**src/core/bsfs_pkg.sv**
```systemverilog
// Constants, field layout and carrier types of the buck start-up sequencer.
// Assumes a 25 MHz core clock driving the sequencer and its Wishbone slave.
package bsfs_pkg;

    // ----------------------------------------
    // Clock and timing
    // ----------------------------------------
    localparam int CLK_PERIOD_NS = 40;
    localparam int MIN_ON_NS     = 50;
    localparam int MIN_ON_CYC    = (MIN_ON_NS + CLK_PERIOD_NS - 1) / CLK_PERIOD_NS;
    localparam int REC_ON_NS     = 100;
    localparam int REC_ON_CYC    = (REC_ON_NS + CLK_PERIOD_NS - 1) / CLK_PERIOD_NS;
    localparam int OFF_MAX_NS    = 200;
    localparam int OFF_MAX_CYC   = OFF_MAX_NS / CLK_PERIOD_NS;
    localparam int BLANK_NS      = 160;
    localparam int BLANK_CYC     = (BLANK_NS + CLK_PERIOD_NS - 1) / CLK_PERIOD_NS;
    localparam int SW_PERIOD_CYC = 50;
    localparam int HICCUP_SW_CYC = 4096;

    // ----------------------------------------
    // Soft-start levels in millivolts
    // ----------------------------------------
    localparam int SS_CLAMP_MV = 3000;
    localparam int SS_PG_MV    = 2100;

    // ----------------------------------------
    // Low-side start-up step pulse counts
    // ----------------------------------------
    localparam int LS_STEP0_PULSES = 32;
    localparam int LS_STEP1_PULSES = 16;
    localparam int LS_STEP2_PULSES = 8;

    // ----------------------------------------
    // Register map and fields
    // ----------------------------------------
    localparam logic [7:0] REG_CTRL      = 8'h00;
    localparam logic [7:0] REG_STATUS    = 8'h04;
    localparam logic [7:0] REG_HICCUP    = 8'h08;
    localparam int         CTRL_ON_LSB   = 0;
    localparam int         CTRL_STEP_LSB = 8;
    localparam logic [7:0] CTRL_ON_RST   = 8'h0a;
    localparam logic [7:0] CTRL_STEP_RST = 8'h0a;
    localparam int         STAT_ST_LSB   = 0;
    localparam int         STAT_POR_BIT  = 4;
    localparam int         STAT_OCP_BIT  = 5;
    localparam int         STAT_PG_BIT   = 6;
    localparam int         STAT_SS_LSB   = 16;

    // ----------------------------------------
    // Carrier types
    // ----------------------------------------
    typedef struct packed {
        logic vcc_ok;
        logic en_ok;
        logic ovc_below_gnd;
        logic over_temp;
        logic ss_pulled_low;
        logic fb_ok;
    } bsfs_cmp_t;

    typedef struct packed {
        logic hs_on;
        logic hs_oe;
        logic ls_on;
        logic ls_oe;
    } bsfs_drv_t;

    typedef enum logic [2:0] {
        ST_OFF,
        ST_SOFT,
        ST_RUN,
        ST_HICCUP,
        ST_THERMAL,
        ST_SSDOWN
    } bsfs_state_t;

endpackage

```
**src/core/bsfs_seq.sv**
```systemverilog
// Start-up and fault sequencer for a synchronous buck gate-drive pair.
// Assumes raw comparator levels on cmp_raw and a classic Wishbone master.
// Operation
// RULE_01: Both drivers off while supply or enable lockout reports low.
// RULE_02: Resume operation once supply and enable are both above thresholds.
// RULE_03: Power-on-ready only when all inputs valid; it launches soft-start.
// RULE_04: Turn on only after enable comparator reports above rising threshold.
// RULE_05: Pre-biased start keeps low side off until first high-side pulse.
// RULE_06: Low-side duty steps 25, 50, 75 then 100 percent.
// RULE_07: Pulses per step fixed internally: 32, 16, 8.
// RULE_08: Soft-start ramps linearly from zero to 3 V clamp, limiting reference.
// RULE_09: Over-current detection stays active during soft-start.
// RULE_10: Enable below falling threshold puts both drivers high-impedance.
// RULE_11: Soft-start pulled below 0.3 V: high side off, low side on.
// RULE_12: Outside party releases soft-start node to restart.
// RULE_13: Over-current flagged when sense below ground while low side conducts.
// RULE_14: Over-current latches flag and forces hiccup mode.
// RULE_15: Hiccup holds soft-start low for 4096 cycles, then clears and restarts.
// RULE_16: Hiccup and soft-start repeat while the overload persists.
// RULE_17: Over-current ignored for 160 ns after low-side drive rises.
// RULE_18: Over-temperature turns both switches off and discharges soft-start.
// RULE_19: Restart automatically once over-temperature comparator clears.
// RULE_20: Release power-good once feedback comparator reports in regulation.
// RULE_21: High-side pulses at least 50 ns; 100 ns recommended.
// RULE_22: Each switching cycle keeps an off time of at most 200 ns; the code clamps on time so off time is at least 200 ns.
// RULE_23: Power-good also needs soft-start above 2.1 V.
// RULE_24: Comparators synchronised; hiccup counter clears without power-on-ready.
`timescale 1ns/1ps
module bsfs_seq #(
    parameter int SW_PERIOD = bsfs_pkg::SW_PERIOD_CYC,
    parameter int HICCUP_N  = bsfs_pkg::HICCUP_SW_CYC
) (
    input  wire logic                core_clk,
    input  wire logic                rst_n,
    input  wire bsfs_pkg::bsfs_cmp_t cmp_raw,
    input  wire logic                wb_cyc_i,
    input  wire logic                wb_stb_i,
    input  wire logic                wb_we_i,
    input  wire logic [7:0]          wb_adr_i,
    input  wire logic [3:0]          wb_sel_i,
    input  wire logic [31:0]         wb_dat_i,
    output logic      [31:0]         wb_dat_o,
    output logic                     wb_ack_o,
    output bsfs_pkg::bsfs_drv_t      drv,
    output logic                     power_good_out,
    output logic                     power_good_oe,
    output logic                     power_on_ready,
    output logic      [11:0]         ss_level_mv
);
    bsfs_pkg::bsfs_cmp_t   cmp;
    bsfs_pkg::bsfs_state_t state;
    bsfs_pkg::bsfs_state_t next_state;
    bsfs_pkg::bsfs_drv_t   next_drv;
    logic [7:0]  sw_cnt;
    logic [7:0]  on_req;
    logic [7:0]  ss_step;
    logic [7:0]  on_time;
    logic [7:0]  off_len;
    logic [7:0]  ls_len;
    logic [11:0] ss_level;
    logic [12:0] ss_sum;
    logic [12:0] hic_cnt;
    logic [15:0] hic_total;
    logic [1:0]  ls_step;
    logic [5:0]  ls_pulses;
    logic [2:0]  blank_cnt;
    logic        hs_seen;
    logic        ocp_flag;
    logic        por;
    logic        switching;
    logic        period_end;
    logic        ocp_hit;
    logic        hic_done;
    logic        enter_soft;
    logic        next_pg;
    logic        wb_req;

    // ----------------------------------------
    // Helpers
    // ----------------------------------------
    function automatic logic [7:0] bsfs_on_clamp(input logic [7:0] req);
        logic [7:0] max_on;
        max_on = 8'(SW_PERIOD - bsfs_pkg::OFF_MAX_CYC);
        if (req < 8'(bsfs_pkg::MIN_ON_CYC)) begin
            return 8'(bsfs_pkg::MIN_ON_CYC);
        end else if (req > max_on) begin
            return max_on;
        end
        return req;
    endfunction

    function automatic logic [5:0] bsfs_step_pulses(input logic [1:0] s);
        case (s)
            2'h0:    return 6'(bsfs_pkg::LS_STEP0_PULSES);
            2'h1:    return 6'(bsfs_pkg::LS_STEP1_PULSES);
            default: return 6'(bsfs_pkg::LS_STEP2_PULSES);
        endcase
    endfunction

    // ----------------------------------------
    // Comparator synchroniser
    // ----------------------------------------
    bsfs_sync #(
        .W ($bits(bsfs_pkg::bsfs_cmp_t))
    ) u_sync (
        .core_clk (core_clk),
        .rst_n    (rst_n),
        .d        (cmp_raw),
        .q        (cmp)
    ); // see RULE_24

    // ----------------------------------------
    // Switching period
    // ----------------------------------------
    assign period_end = (sw_cnt == 8'(SW_PERIOD - 1));
    assign switching  = (state == bsfs_pkg::ST_SOFT) || (state == bsfs_pkg::ST_RUN);
    assign on_time    = bsfs_on_clamp(on_req); // see RULE_21, see RULE_22
    assign off_len    = 8'(SW_PERIOD) - on_time;
    assign ls_len     = (ls_step == 2'h3) ? off_len
                      : 8'(off_len[7:2] * (8'(ls_step) + 8'h01)); // see RULE_06

    always_ff @(posedge core_clk) begin
        if (!rst_n || period_end) begin
            sw_cnt <= 8'h00;
        end else begin
            sw_cnt <= sw_cnt + 8'h01;
        end
    end

    // ----------------------------------------
    // Sequencer state
    // ----------------------------------------
    assign por      = cmp.vcc_ok && cmp.en_ok; // see RULE_03, see RULE_04
    assign ocp_hit  = switching && drv.ls_on && cmp.ovc_below_gnd
                   && (blank_cnt >= 3'(bsfs_pkg::BLANK_CYC)); // see RULE_13, see RULE_17
    assign hic_done = period_end && (hic_cnt == 13'(HICCUP_N - 1));

    always_comb begin
        next_state = state;
        if (!por) begin
            next_state = bsfs_pkg::ST_OFF; // see RULE_01
        end else if (cmp.over_temp) begin
            next_state = bsfs_pkg::ST_THERMAL; // see RULE_18
        end else begin
            case (state)
                bsfs_pkg::ST_OFF:     next_state = bsfs_pkg::ST_SOFT; // see RULE_02
                bsfs_pkg::ST_THERMAL: next_state = bsfs_pkg::ST_SOFT; // see RULE_19
                bsfs_pkg::ST_SSDOWN: begin
                    if (!cmp.ss_pulled_low) begin
                        next_state = bsfs_pkg::ST_SOFT; // see RULE_12
                    end
                end
                bsfs_pkg::ST_HICCUP: begin
                    if (hic_done) begin
                        next_state = bsfs_pkg::ST_SOFT; // see RULE_15, see RULE_16
                    end
                end
                bsfs_pkg::ST_SOFT, bsfs_pkg::ST_RUN: begin
                    if (cmp.ss_pulled_low) begin
                        next_state = bsfs_pkg::ST_SSDOWN; // see RULE_11
                    end else if (ocp_hit) begin
                        next_state = bsfs_pkg::ST_HICCUP; // see RULE_09, see RULE_14
                    end else if (ss_level == 12'(bsfs_pkg::SS_CLAMP_MV)) begin
                        next_state = bsfs_pkg::ST_RUN;
                    end
                end
                default: next_state = bsfs_pkg::ST_OFF;
            endcase
        end
    end

    assign enter_soft = (next_state == bsfs_pkg::ST_SOFT) && (state != bsfs_pkg::ST_SOFT);

    always_ff @(posedge core_clk) begin
        if (!rst_n) begin
            state          <= bsfs_pkg::ST_OFF;
            power_on_ready <= 1'b0;
        end else begin
            state          <= next_state;
            power_on_ready <= por; // see RULE_03
        end
    end

    // ----------------------------------------
    // Soft-start ramp
    // ----------------------------------------
    assign ss_sum = {1'b0, ss_level} + {5'h00, ss_step};

    always_ff @(posedge core_clk) begin
        if (!rst_n || enter_soft || !switching) begin
            ss_level <= 12'h000; // see RULE_15, see RULE_18
        end else if (state == bsfs_pkg::ST_SOFT && period_end) begin
            if (ss_sum >= 13'(bsfs_pkg::SS_CLAMP_MV)) begin
                ss_level <= 12'(bsfs_pkg::SS_CLAMP_MV); // see RULE_08
            end else begin
                ss_level <= ss_sum[11:0];
            end
        end
    end

    always_ff @(posedge core_clk) begin
        if (!rst_n) begin
            ss_level_mv <= 12'h000;
        end else begin
            ss_level_mv <= ss_level; // see RULE_08
        end
    end

    // ----------------------------------------
    // Pre-bias stepping of the low side
    // ----------------------------------------
    always_ff @(posedge core_clk) begin
        if (!rst_n || enter_soft) begin
            hs_seen   <= 1'b0;
            ls_step   <= 2'h0;
            ls_pulses <= 6'h00;
        end else begin
            if (drv.hs_on) begin
                hs_seen <= 1'b1; // see RULE_05
            end
            if (period_end && hs_seen && ls_step != 2'h3) begin
                if (ls_pulses == bsfs_step_pulses(ls_step) - 6'h01) begin
                    ls_step   <= ls_step + 2'h1; // see RULE_07
                    ls_pulses <= 6'h00;
                end else begin
                    ls_pulses <= ls_pulses + 6'h01;
                end
            end
        end
    end

    // ----------------------------------------
    // Gate drive
    // ----------------------------------------
    always_comb begin
        next_drv       = '0;
        next_drv.hs_oe = (state != bsfs_pkg::ST_OFF); // see RULE_10
        next_drv.ls_oe = (state != bsfs_pkg::ST_OFF);
        if (switching) begin
            next_drv.hs_on = (sw_cnt < on_time);
            next_drv.ls_on = hs_seen && (sw_cnt >= on_time)
                          && ((sw_cnt - on_time) < ls_len); // see RULE_05
        end else if (state == bsfs_pkg::ST_SSDOWN) begin
            next_drv.ls_on = 1'b1; // see RULE_11
        end
    end

    always_ff @(posedge core_clk) begin
        if (!rst_n) begin
            drv <= '0;
        end else begin
            drv <= next_drv;
        end
    end

    always_ff @(posedge core_clk) begin
        if (!rst_n || !drv.ls_on) begin
            blank_cnt <= 3'h0;
        end else if (blank_cnt < 3'(bsfs_pkg::BLANK_CYC)) begin
            blank_cnt <= blank_cnt + 3'h1; // see RULE_17
        end
    end

    // ----------------------------------------
    // Over-current hiccup
    // ----------------------------------------
    always_ff @(posedge core_clk) begin
        if (!rst_n) begin
            ocp_flag <= 1'b0;
        end else begin
            ocp_flag <= ocp_hit || (ocp_flag && !hic_done); // see RULE_14, see RULE_15
        end
    end

    always_ff @(posedge core_clk) begin
        if (!rst_n || !por || state != bsfs_pkg::ST_HICCUP) begin
            hic_cnt <= 13'h0000; // see RULE_24
        end else if (period_end) begin
            hic_cnt <= hic_cnt + 13'h0001;
        end
    end

    always_ff @(posedge core_clk) begin
        if (!rst_n) begin
            hic_total <= 16'h0000;
        end else if (ocp_hit) begin
            hic_total <= hic_total + 16'h0001; // see RULE_16
        end
    end

    // ----------------------------------------
    // Power good
    // ----------------------------------------
    assign next_pg = switching && cmp.fb_ok
                  && (ss_level >= 12'(bsfs_pkg::SS_PG_MV)); // see RULE_20, see RULE_23

    always_ff @(posedge core_clk) begin
        if (!rst_n) begin
            power_good_out <= 1'b0;
            power_good_oe  <= 1'b1;
        end else begin
            power_good_out <= 1'b0;
            power_good_oe  <= !next_pg;
        end
    end

    // ----------------------------------------
    // Wishbone slave
    // ----------------------------------------
    assign wb_req = wb_cyc_i && wb_stb_i;

    always_ff @(posedge core_clk) begin
        if (!rst_n) begin
            wb_ack_o <= 1'b0;
            wb_dat_o <= 32'h0000_0000;
        end else begin
            wb_ack_o <= wb_req && !wb_ack_o;
            wb_dat_o <= 32'h0000_0000;
            if (wb_req && !wb_ack_o && !wb_we_i) begin
                case (wb_adr_i)
                    bsfs_pkg::REG_CTRL: begin
                        wb_dat_o[bsfs_pkg::CTRL_ON_LSB +: 8]   <= on_req;
                        wb_dat_o[bsfs_pkg::CTRL_STEP_LSB +: 8] <= ss_step;
                    end
                    bsfs_pkg::REG_STATUS: begin
                        wb_dat_o[bsfs_pkg::STAT_ST_LSB +: 3]  <= state;
                        wb_dat_o[bsfs_pkg::STAT_POR_BIT]      <= power_on_ready;
                        wb_dat_o[bsfs_pkg::STAT_OCP_BIT]      <= ocp_flag;
                        wb_dat_o[bsfs_pkg::STAT_PG_BIT]       <= !power_good_oe;
                        wb_dat_o[bsfs_pkg::STAT_SS_LSB +: 12] <= ss_level;
                    end
                    bsfs_pkg::REG_HICCUP: wb_dat_o[15:0] <= hic_total;
                    default:              wb_dat_o       <= 32'h0000_0000;
                endcase
            end
        end
    end

    always_ff @(posedge core_clk) begin
        if (!rst_n) begin
            on_req  <= bsfs_pkg::CTRL_ON_RST;
            ss_step <= bsfs_pkg::CTRL_STEP_RST;
        end else if (wb_req && wb_ack_o && wb_we_i && wb_adr_i == bsfs_pkg::REG_CTRL) begin
            if (wb_sel_i[0]) begin
                on_req <= wb_dat_i[bsfs_pkg::CTRL_ON_LSB +: 8];
            end
            if (wb_sel_i[1]) begin
                ss_step <= wb_dat_i[bsfs_pkg::CTRL_STEP_LSB +: 8];
            end
        end
    end
endmodule

```
**src/core/bsfs_sync.sv**
```systemverilog
// Three-stage synchroniser for comparator levels.
// Assumes inputs are asynchronous to core_clk.
`timescale 1ns/1ps
module bsfs_sync #(
    parameter int W = 6
) (
    input  wire logic         core_clk,
    input  wire logic         rst_n,
    input  wire logic [W-1:0] d,
    output logic      [W-1:0] q
);
    logic [W-1:0] s1;
    logic [W-1:0] s2;
    logic [W-1:0] s3;

    // ----------------------------------------
    // Stages and agreement filter
    // ----------------------------------------
    always_ff @(posedge core_clk) begin
        if (!rst_n) begin
            s1 <= '0;
            s2 <= '0;
            s3 <= '0;
            q  <= '0;
        end else begin
            s1 <= d;
            s2 <= s1;
            s3 <= s2;
            for (int i = 0; i < W; i++) begin
                if (s2[i] == s3[i]) begin
                    q[i] <= s3[i];
                end
            end
        end
    end
endmodule

```
**config.mk**
```make
export PLATFORM = sky130hd
export DESIGN_NAME = bsfs_seq
export DESIGN_NICKNAME = d
export VERILOG_FILES = /design/src/core/bsfs_pkg.sv /design/src/core/bsfs_seq.sv /design/src/core/bsfs_sync.sv
export SDC_FILE = /design/constraint.sdc
export NUM_CORES = 1
export LEC_CHECK = 0
export ABC_AREA = 1
export BUFFER_PORTS_ARGS = -buffer_cell sky130_fd_sc_hd__buf_2
export CAP_MARGIN = 15
export CORE_ASPECT_RATIO = 1.75
export CORE_MARGIN = 10
export CORE_UTILIZATION = 55
export DETAILED_ROUTE_END_ITERATION = 10
export PLACE_DENSITY = 0.83
export SYNTH_ARGS = -nofsm -noshare
export SYNTH_HDL_FRONTEND = slang
export SYNTH_SLANG_ARGS = --single-unit
```
**constraint.sdc**
```tcl
create_clock -name core_clk -period 7.8 [get_ports core_clk]
set_input_delay 1.17 -clock core_clk [delete_from_list [all_inputs] [get_ports core_clk]]
set_output_delay 1.17 -clock core_clk [all_outputs]
set_load 0.03 [all_outputs]
```
# After elaboration in Yosys (flattened, before gate mapping)
# Index checks and enable logic that the tools add are counted.
# totals
reg_bits	155
latchBits	0
ramBits	0
rom_bits	0
input_bits	55
output_inout_bits	52
elab_cells	149
mem_count	0
# classes
n_addsub	11
n_mul	1
n_div	0
order_cmp	9
eq_ne	23
n_shift	0
n_mux	25
bitwise	0
n_reduce_logical	49
# op_table
op	count
$mux W8	4
$mux W3	7
$logic_and A1 B1 Y1	20
$mux W6	3
$pmux W3 S3	2
$pmux W9 S2	1
$add A16 B1 Y16 const B	1
$lt A8 B8 Y1	2
$add A12 B8 Y13	1
$add A13 B1 Y13 const B	1
$eq A13 B12 Y1 const B	1
$ge A13 B12 Y1 const B	1
$eq A12 B12 Y1 const B	1
$ge A12 B12 Y1 const B	1
$mux W12	1
$pmux W3 S4	1
$pmux W6 S2	1
$reduce_and A2 Y1	5
$logic_not A1 Y1	9
$add A8 B1 Y8 const B	1
$eq A8 B3 Y1 const B	1
$eq A8 B4 Y1 const B	1
$eq A8 B6 Y1 const B	1
$ge A8 B8 Y1	1
other kinds (31)	50

# Longest topological paths before layout
# depth
ltp_word	17
ltp_mapped	33
mapped_depth_nobuf	33

# Hierarchy
# Synthesis repeated with hierarchy kept, for this count alone.
# unflattened
cells_unflattened	1061
hier_area_um2	7780.0
# by_module_without_submodules
mod	n_inst	cells_each	area_each_um2	seq_area_each_um2
bsfs_seq	1	981	7050.5	2542.4
bsfs_sync	1	80	729.4	480.5

# Worst setup path before layout
# OpenSTA, ideal clock, no wires.
# synth_path
kind	flip-flop to flip-flop
from	reg on_req[1]
to	reg drv[1] in the netlist's numbering
setup_ns	0.070
arrival_ns	3.977
t_required_ns	7.730
slack_ns	3.753
path_stages_with_launch	30
path_buffers	0
period_less_slack_ns	4.047
cell_sequence	dfxtp_1 > nor2_1 > nor2_1 > nand2_1 > nand2_1 > o21ai_1 > inv_1 > ha_1 > inv_1 > nand4_1 > nor2_1 > xor2_1 > nand2_1 > fa_1 > inv_1 > ha_1 > inv_1 > fa_1 > o31ai_1 > o21ai_0 > ha_1 > nand2_1 > inv_1 > nand2_1 > nand4_1 > a31oi_1 > nand2_1 > inv_1 > nand2_1 > a21oi_1
# synth_between
elab_chain_cells	10
elab_cells_between_ends	15
cone_classes	add/sub: 2; mul: 1; order compare: 4; mux: 6; reduce/logical: 2
# synth_lines
item	line	rtl
start: declaration	bsfs_seq.sv:55	logic [7:0] on_req;
start signal: assignment	bsfs_seq.sv:341	on_req <= bsfs_pkg::CTRL_ON_RST;
start signal: assignment	bsfs_seq.sv:345	on_req <= wb_dat_i[bsfs_pkg::CTRL_ON_LSB +: 8];
$gt A8 B6 Y1	bsfs_seq.sv:86	end else if (req > max_on) begin
$mux W1	bsfs_seq.sv:86	
$mux W1	bsfs_seq.sv:84	if (req < 8'(bsfs_pkg::MIN_ON_CYC)) begin
$mux W8 *	bsfs_seq.sv:89	return req;
$sub A6 B8 Y8	bsfs_seq.sv:118	assign off_len = 8'(SW_PERIOD) - on_time;
$mul A6 B3 Y8	bsfs_seq.sv:120	: 8'(off_len[7:2] * (8'(ls_step) + 8'h01));
$mux W8	bsfs_seq.sv:119	assign ls_len = (ls_step == 2'h3) ? off_len
$lt A8 B8 Y1	bsfs_seq.sv:242	&& ((sw_cnt - on_time) < ls_len);
$logic_and A1 B1 Y1 *	bsfs_seq.sv:242	
$mux W1 *	bsfs_seq.sv:239	if (switching) begin
end signal: assignment	bsfs_seq.sv:252	drv <= next_drv;
end: declaration	bsfs_seq.sv:44	output bsfs_pkg::bsfs_drv_t drv,
# Mark *: on every way between the ends. The rest lies on a longest branch, timed or not.
# A chain may end at the register's enable or synchronous reset.

# Worst setup path in the final report
# layout_path
from	reg on_req[6]
to	reg drv[1] in the netlist's numbering
# The elaborated chain is that of the path after synthesis.

==> flow_metrics.py <==
metrics = {
    "outcome": {
        "outcome": "completed",
    },
    "synth": {
        "synth_edf_count": 0,
        "synthFlopType": "dfxtp_1",
        "synth_top_area_cell": "dfxtp_1",
        "ys_warn_count": 0,
        "synthTopCellsByArea": "dfxtp_1 (40%), nand2_1 (11%), inv_1 (7.5%)",
        "synth-async-reset-ratio": 0,
        "syn_inst": 986,
        "ys_seq_area_frac": 0.4040,
        "synth-seq-cells": 151,
        "syn_avg_cell_area_um2": 7.588,
        "yosysUniqueCellTypes": 55,
        "synth_top_area_frac": 0.4040,
        "syn_area_um2": 7482,
    },
    "clocking": {
        "ctsHoldBuffers": 0,
        "cts_tree": "built",
        "cts_resized": 0,
        "root_buffer": "clkbuf_16",
        "clkTransAtPathRegs_ns": 0.06,
        "clockBufferDepth": 2,
        "post_cts_buffers": 0,
        "cts_max_level": 4,
        "cts_buffers": 17,
        "cts_sinks": 151,
        "clkLatencyLatePin_ns": 0.42,
    },
    "layout": {
        "layout.nets": 1181,
        "drive_gt1_frac": 0.1485,
        "final_cell_mix": "nand2_1 (210), dfxtp_1 (151), inv_1 (150), nor2_1 (84)",
        "num_antenna_cells": 0,
        "final_common_cell": "nand2_1",
        "area_growth_pct": 16.61,
    },
    "pwr": {
        "swShare": 0.2175,
        "cellPowerDensity_nw_per_um2": 201.5,
        "pwr-share-comb": 0.034,
        "power_switching_mw": 0.3823,
        "peakVddDrop_mv": 0.1946,
        "p_seq_frac": 0.444,
        "intPower_mw": 1.376,
        "leakage_nw": 4.006,
        "p_clk_frac": 0.522,
    },
    "worst_setup_path": {
        "critPathMaxStageDelay_ns": 0.43,
        "cp.required_ns": 8.14,
        "cp_max_fo": 4,
        "cp_common_cell": "inv_1",
        "cp.arrival_ns": 5.12,
        "setup.worst_path.end_class": "flip-flop",
        "cp_slowest_cell": "fa_1",
        "start_kind": "flip-flop",
        "crit_type": "reg2reg",
    },
    "sta": {
        "worst_pin_slew_ns": 0.8382,
        "post-route-period-util": 0.6132,
        "holdWs_ns": 0.4131,
        "slew_violations": 0,
        "min_period_ns": 4.783,
        "max_freq_ghz": 0.2091,
        "maxSlewHeadroom": 0.4406,
        "tns_ns": 0,
        "finalHoldViolCount": 0,
        "finClkSkew_ns": 0.009375,
        "rsz0062_at_grt": "no",
        "finalSetupViolations": 0,
    },
    "detailed_routing": {
        "wl_um": 18270,
        "via_per_inst": 5.263,
        "vias": 6658,
        "drc": 0,
        "ant_nets": 0,
        "avgRoutedWirePerCell_um": 14.44,
        "drt_iter0_drc": 318,
        "drt_first_pass_iters": 5,
    },
    "placement": {
        "dp_hpwl_um": 13400,
        "port-buffer-count": 83,
        "gp_congestion": 0.9322,
    },
    "grt": {
        "grt_first_pass_wirelength_um": 30260,
        "grt_max_degree": 57,
        "grt_use_total": 0.1975,
        "overflow": 0,
        "grt_pass1_vias": 6767,
        "antenna_found_initial": 0,
    },
    "floorplanning": {
        "io_pins": 107,
        "die_x_um": 108.2,
        "coreArea_um2": 13380,
        "start_util": 0.5591,
        "rows": 56,
        "die_h_um": 174.3,
        "die_area_um2": 18850,
    },
    "worst_hold_path": {
        "hold_class": "reg2reg",
    },
    "flow_run": {
        "drv_cap": 0,
    },
}
-- cells in the mapped netlist (4+ instances only) --
library cell	n
nor3b_1	8
xnor2_1	7
o21ai_0	45
xor2_1	20
nand4_1	11
nor2_1	84
a21oi_1	83
nand2_2	4
inv_1	150
nor4_1	4
nor2_2	13
fa_1	7
nor3_1	23
a31oi_1	9
dfxtp_1	151
nand3_1	39
ha_1	41
clkbuf_1	14
nand2_1	210
buf_4	6
nor3_2	4
-- stage by stage --
| step | util | setup WS, ns | cell area (um^2) | instances | total power, mW |
|---|---|---|---|---|---|
| 3_5_place_dp | 0.6023 | 3.080 | 8060 | 1233 | 0.8563 |
| 6_report | 0.6519 | 3.017 | 8725 | 1265 | 1.758 |
| 5_1_grt | 0.6519 | 2.538 | 8725 | 1265 | 1.805 |
| 3_3_place_gp | 0.6023 | 3.141 | 8060 | 1233 | 0.8547 |
| 2_1_floorplan | - | 3.753 | 7520 | 996 | 0.8397 |
| 4_1_cts | 0.6519 | 3.027 | 8725 | 1265 | 1.763 |
-- per-layer routing --
metal  vias to the layer above  GRT usage  routed length, um
met5                         -          0                  0
met4                         0     0.1141                815
met3                        61    0.04148                770
met2                       188     0.3722              10000
met1                      3077     0.1858               6679
li1                       3332          -                  -
-- worst paths after layout --
path	startpoint	slack [ns]	end	depth (start not counted)
worst max-delay path	on_req[6]	3.02	drv[1]	29
worst min-delay path	u_sync.s1[3]	0.41	u_sync.s2[3]	2
worst max register to register	on_req[6]	3.02	drv[1]	29
worst min register to register	u_sync.s1[3]	0.41	u_sync.s2[3]	2
-- critical path: cells and delay by family (launching register included) --
family          cells  cell delay, ns
fa+ha+maj           5            1.46
simple gates       11            1.28
compound gates      5            0.93
buf+inv             7            0.43
flops               1            0.31
xor+xnor            1            0.26
-- sequential cells by signal, indices dropped and copies added, names as in the netlist --
signal,cells
wb_dat_o,28
hic_total,16
hic_cnt,13
ss_level,12
ss_level_mv,12
on_req,8
ss_step,8
sw_cnt,8
ls_pulses,6
u_sync.q,6
u_sync.s1,6
u_sync.s2,6
u_sync.s3,6
blank_cnt,3
drv,3
state,3
ls_step,2
hs_seen,1
ocp_flag,1
power_good_oe,1
power_on_ready,1
wb_ack_o,1
-- power by group through the flow --
stage,logic (mW),clock network (mW),registers [mW]
after floorplan,0.0428,0,0.797
after global placement,0.0574,0,0.797
after detailed placement,0.0588,0,0.797
after CTS,0.0594,0.923,0.780
after global routing,0.0691,0.955,0.781
final,0.0604,0.917,0.781
-- cells by family after synthesis --
group                      Yosys count  synth area share
and+or+nand+nor                    422            0.2664
buffers and inverters              177           0.09314
AOI/OAI and AO/OA                  158            0.1152
DFF                                151            0.4040
adders and majority gates           48           0.08729
xor gates and xnor gates            27           0.03161
other                                2          0.001004
muxes                                1          0.001338
-- layout make-up --
class                           instances  area [um^2]
Tap cell                              174        217.7
Timing Repair Buffer                   85        430.4
Multi-Input combinational cell        668         3800
Clock buffer                           17        425.4
Sequential cell                       151         3023
Clock inverter                         15        239.0
Inverter                              155        589.3
Fill cell                            1130         4658
Power figures use the tool's default switching activity.
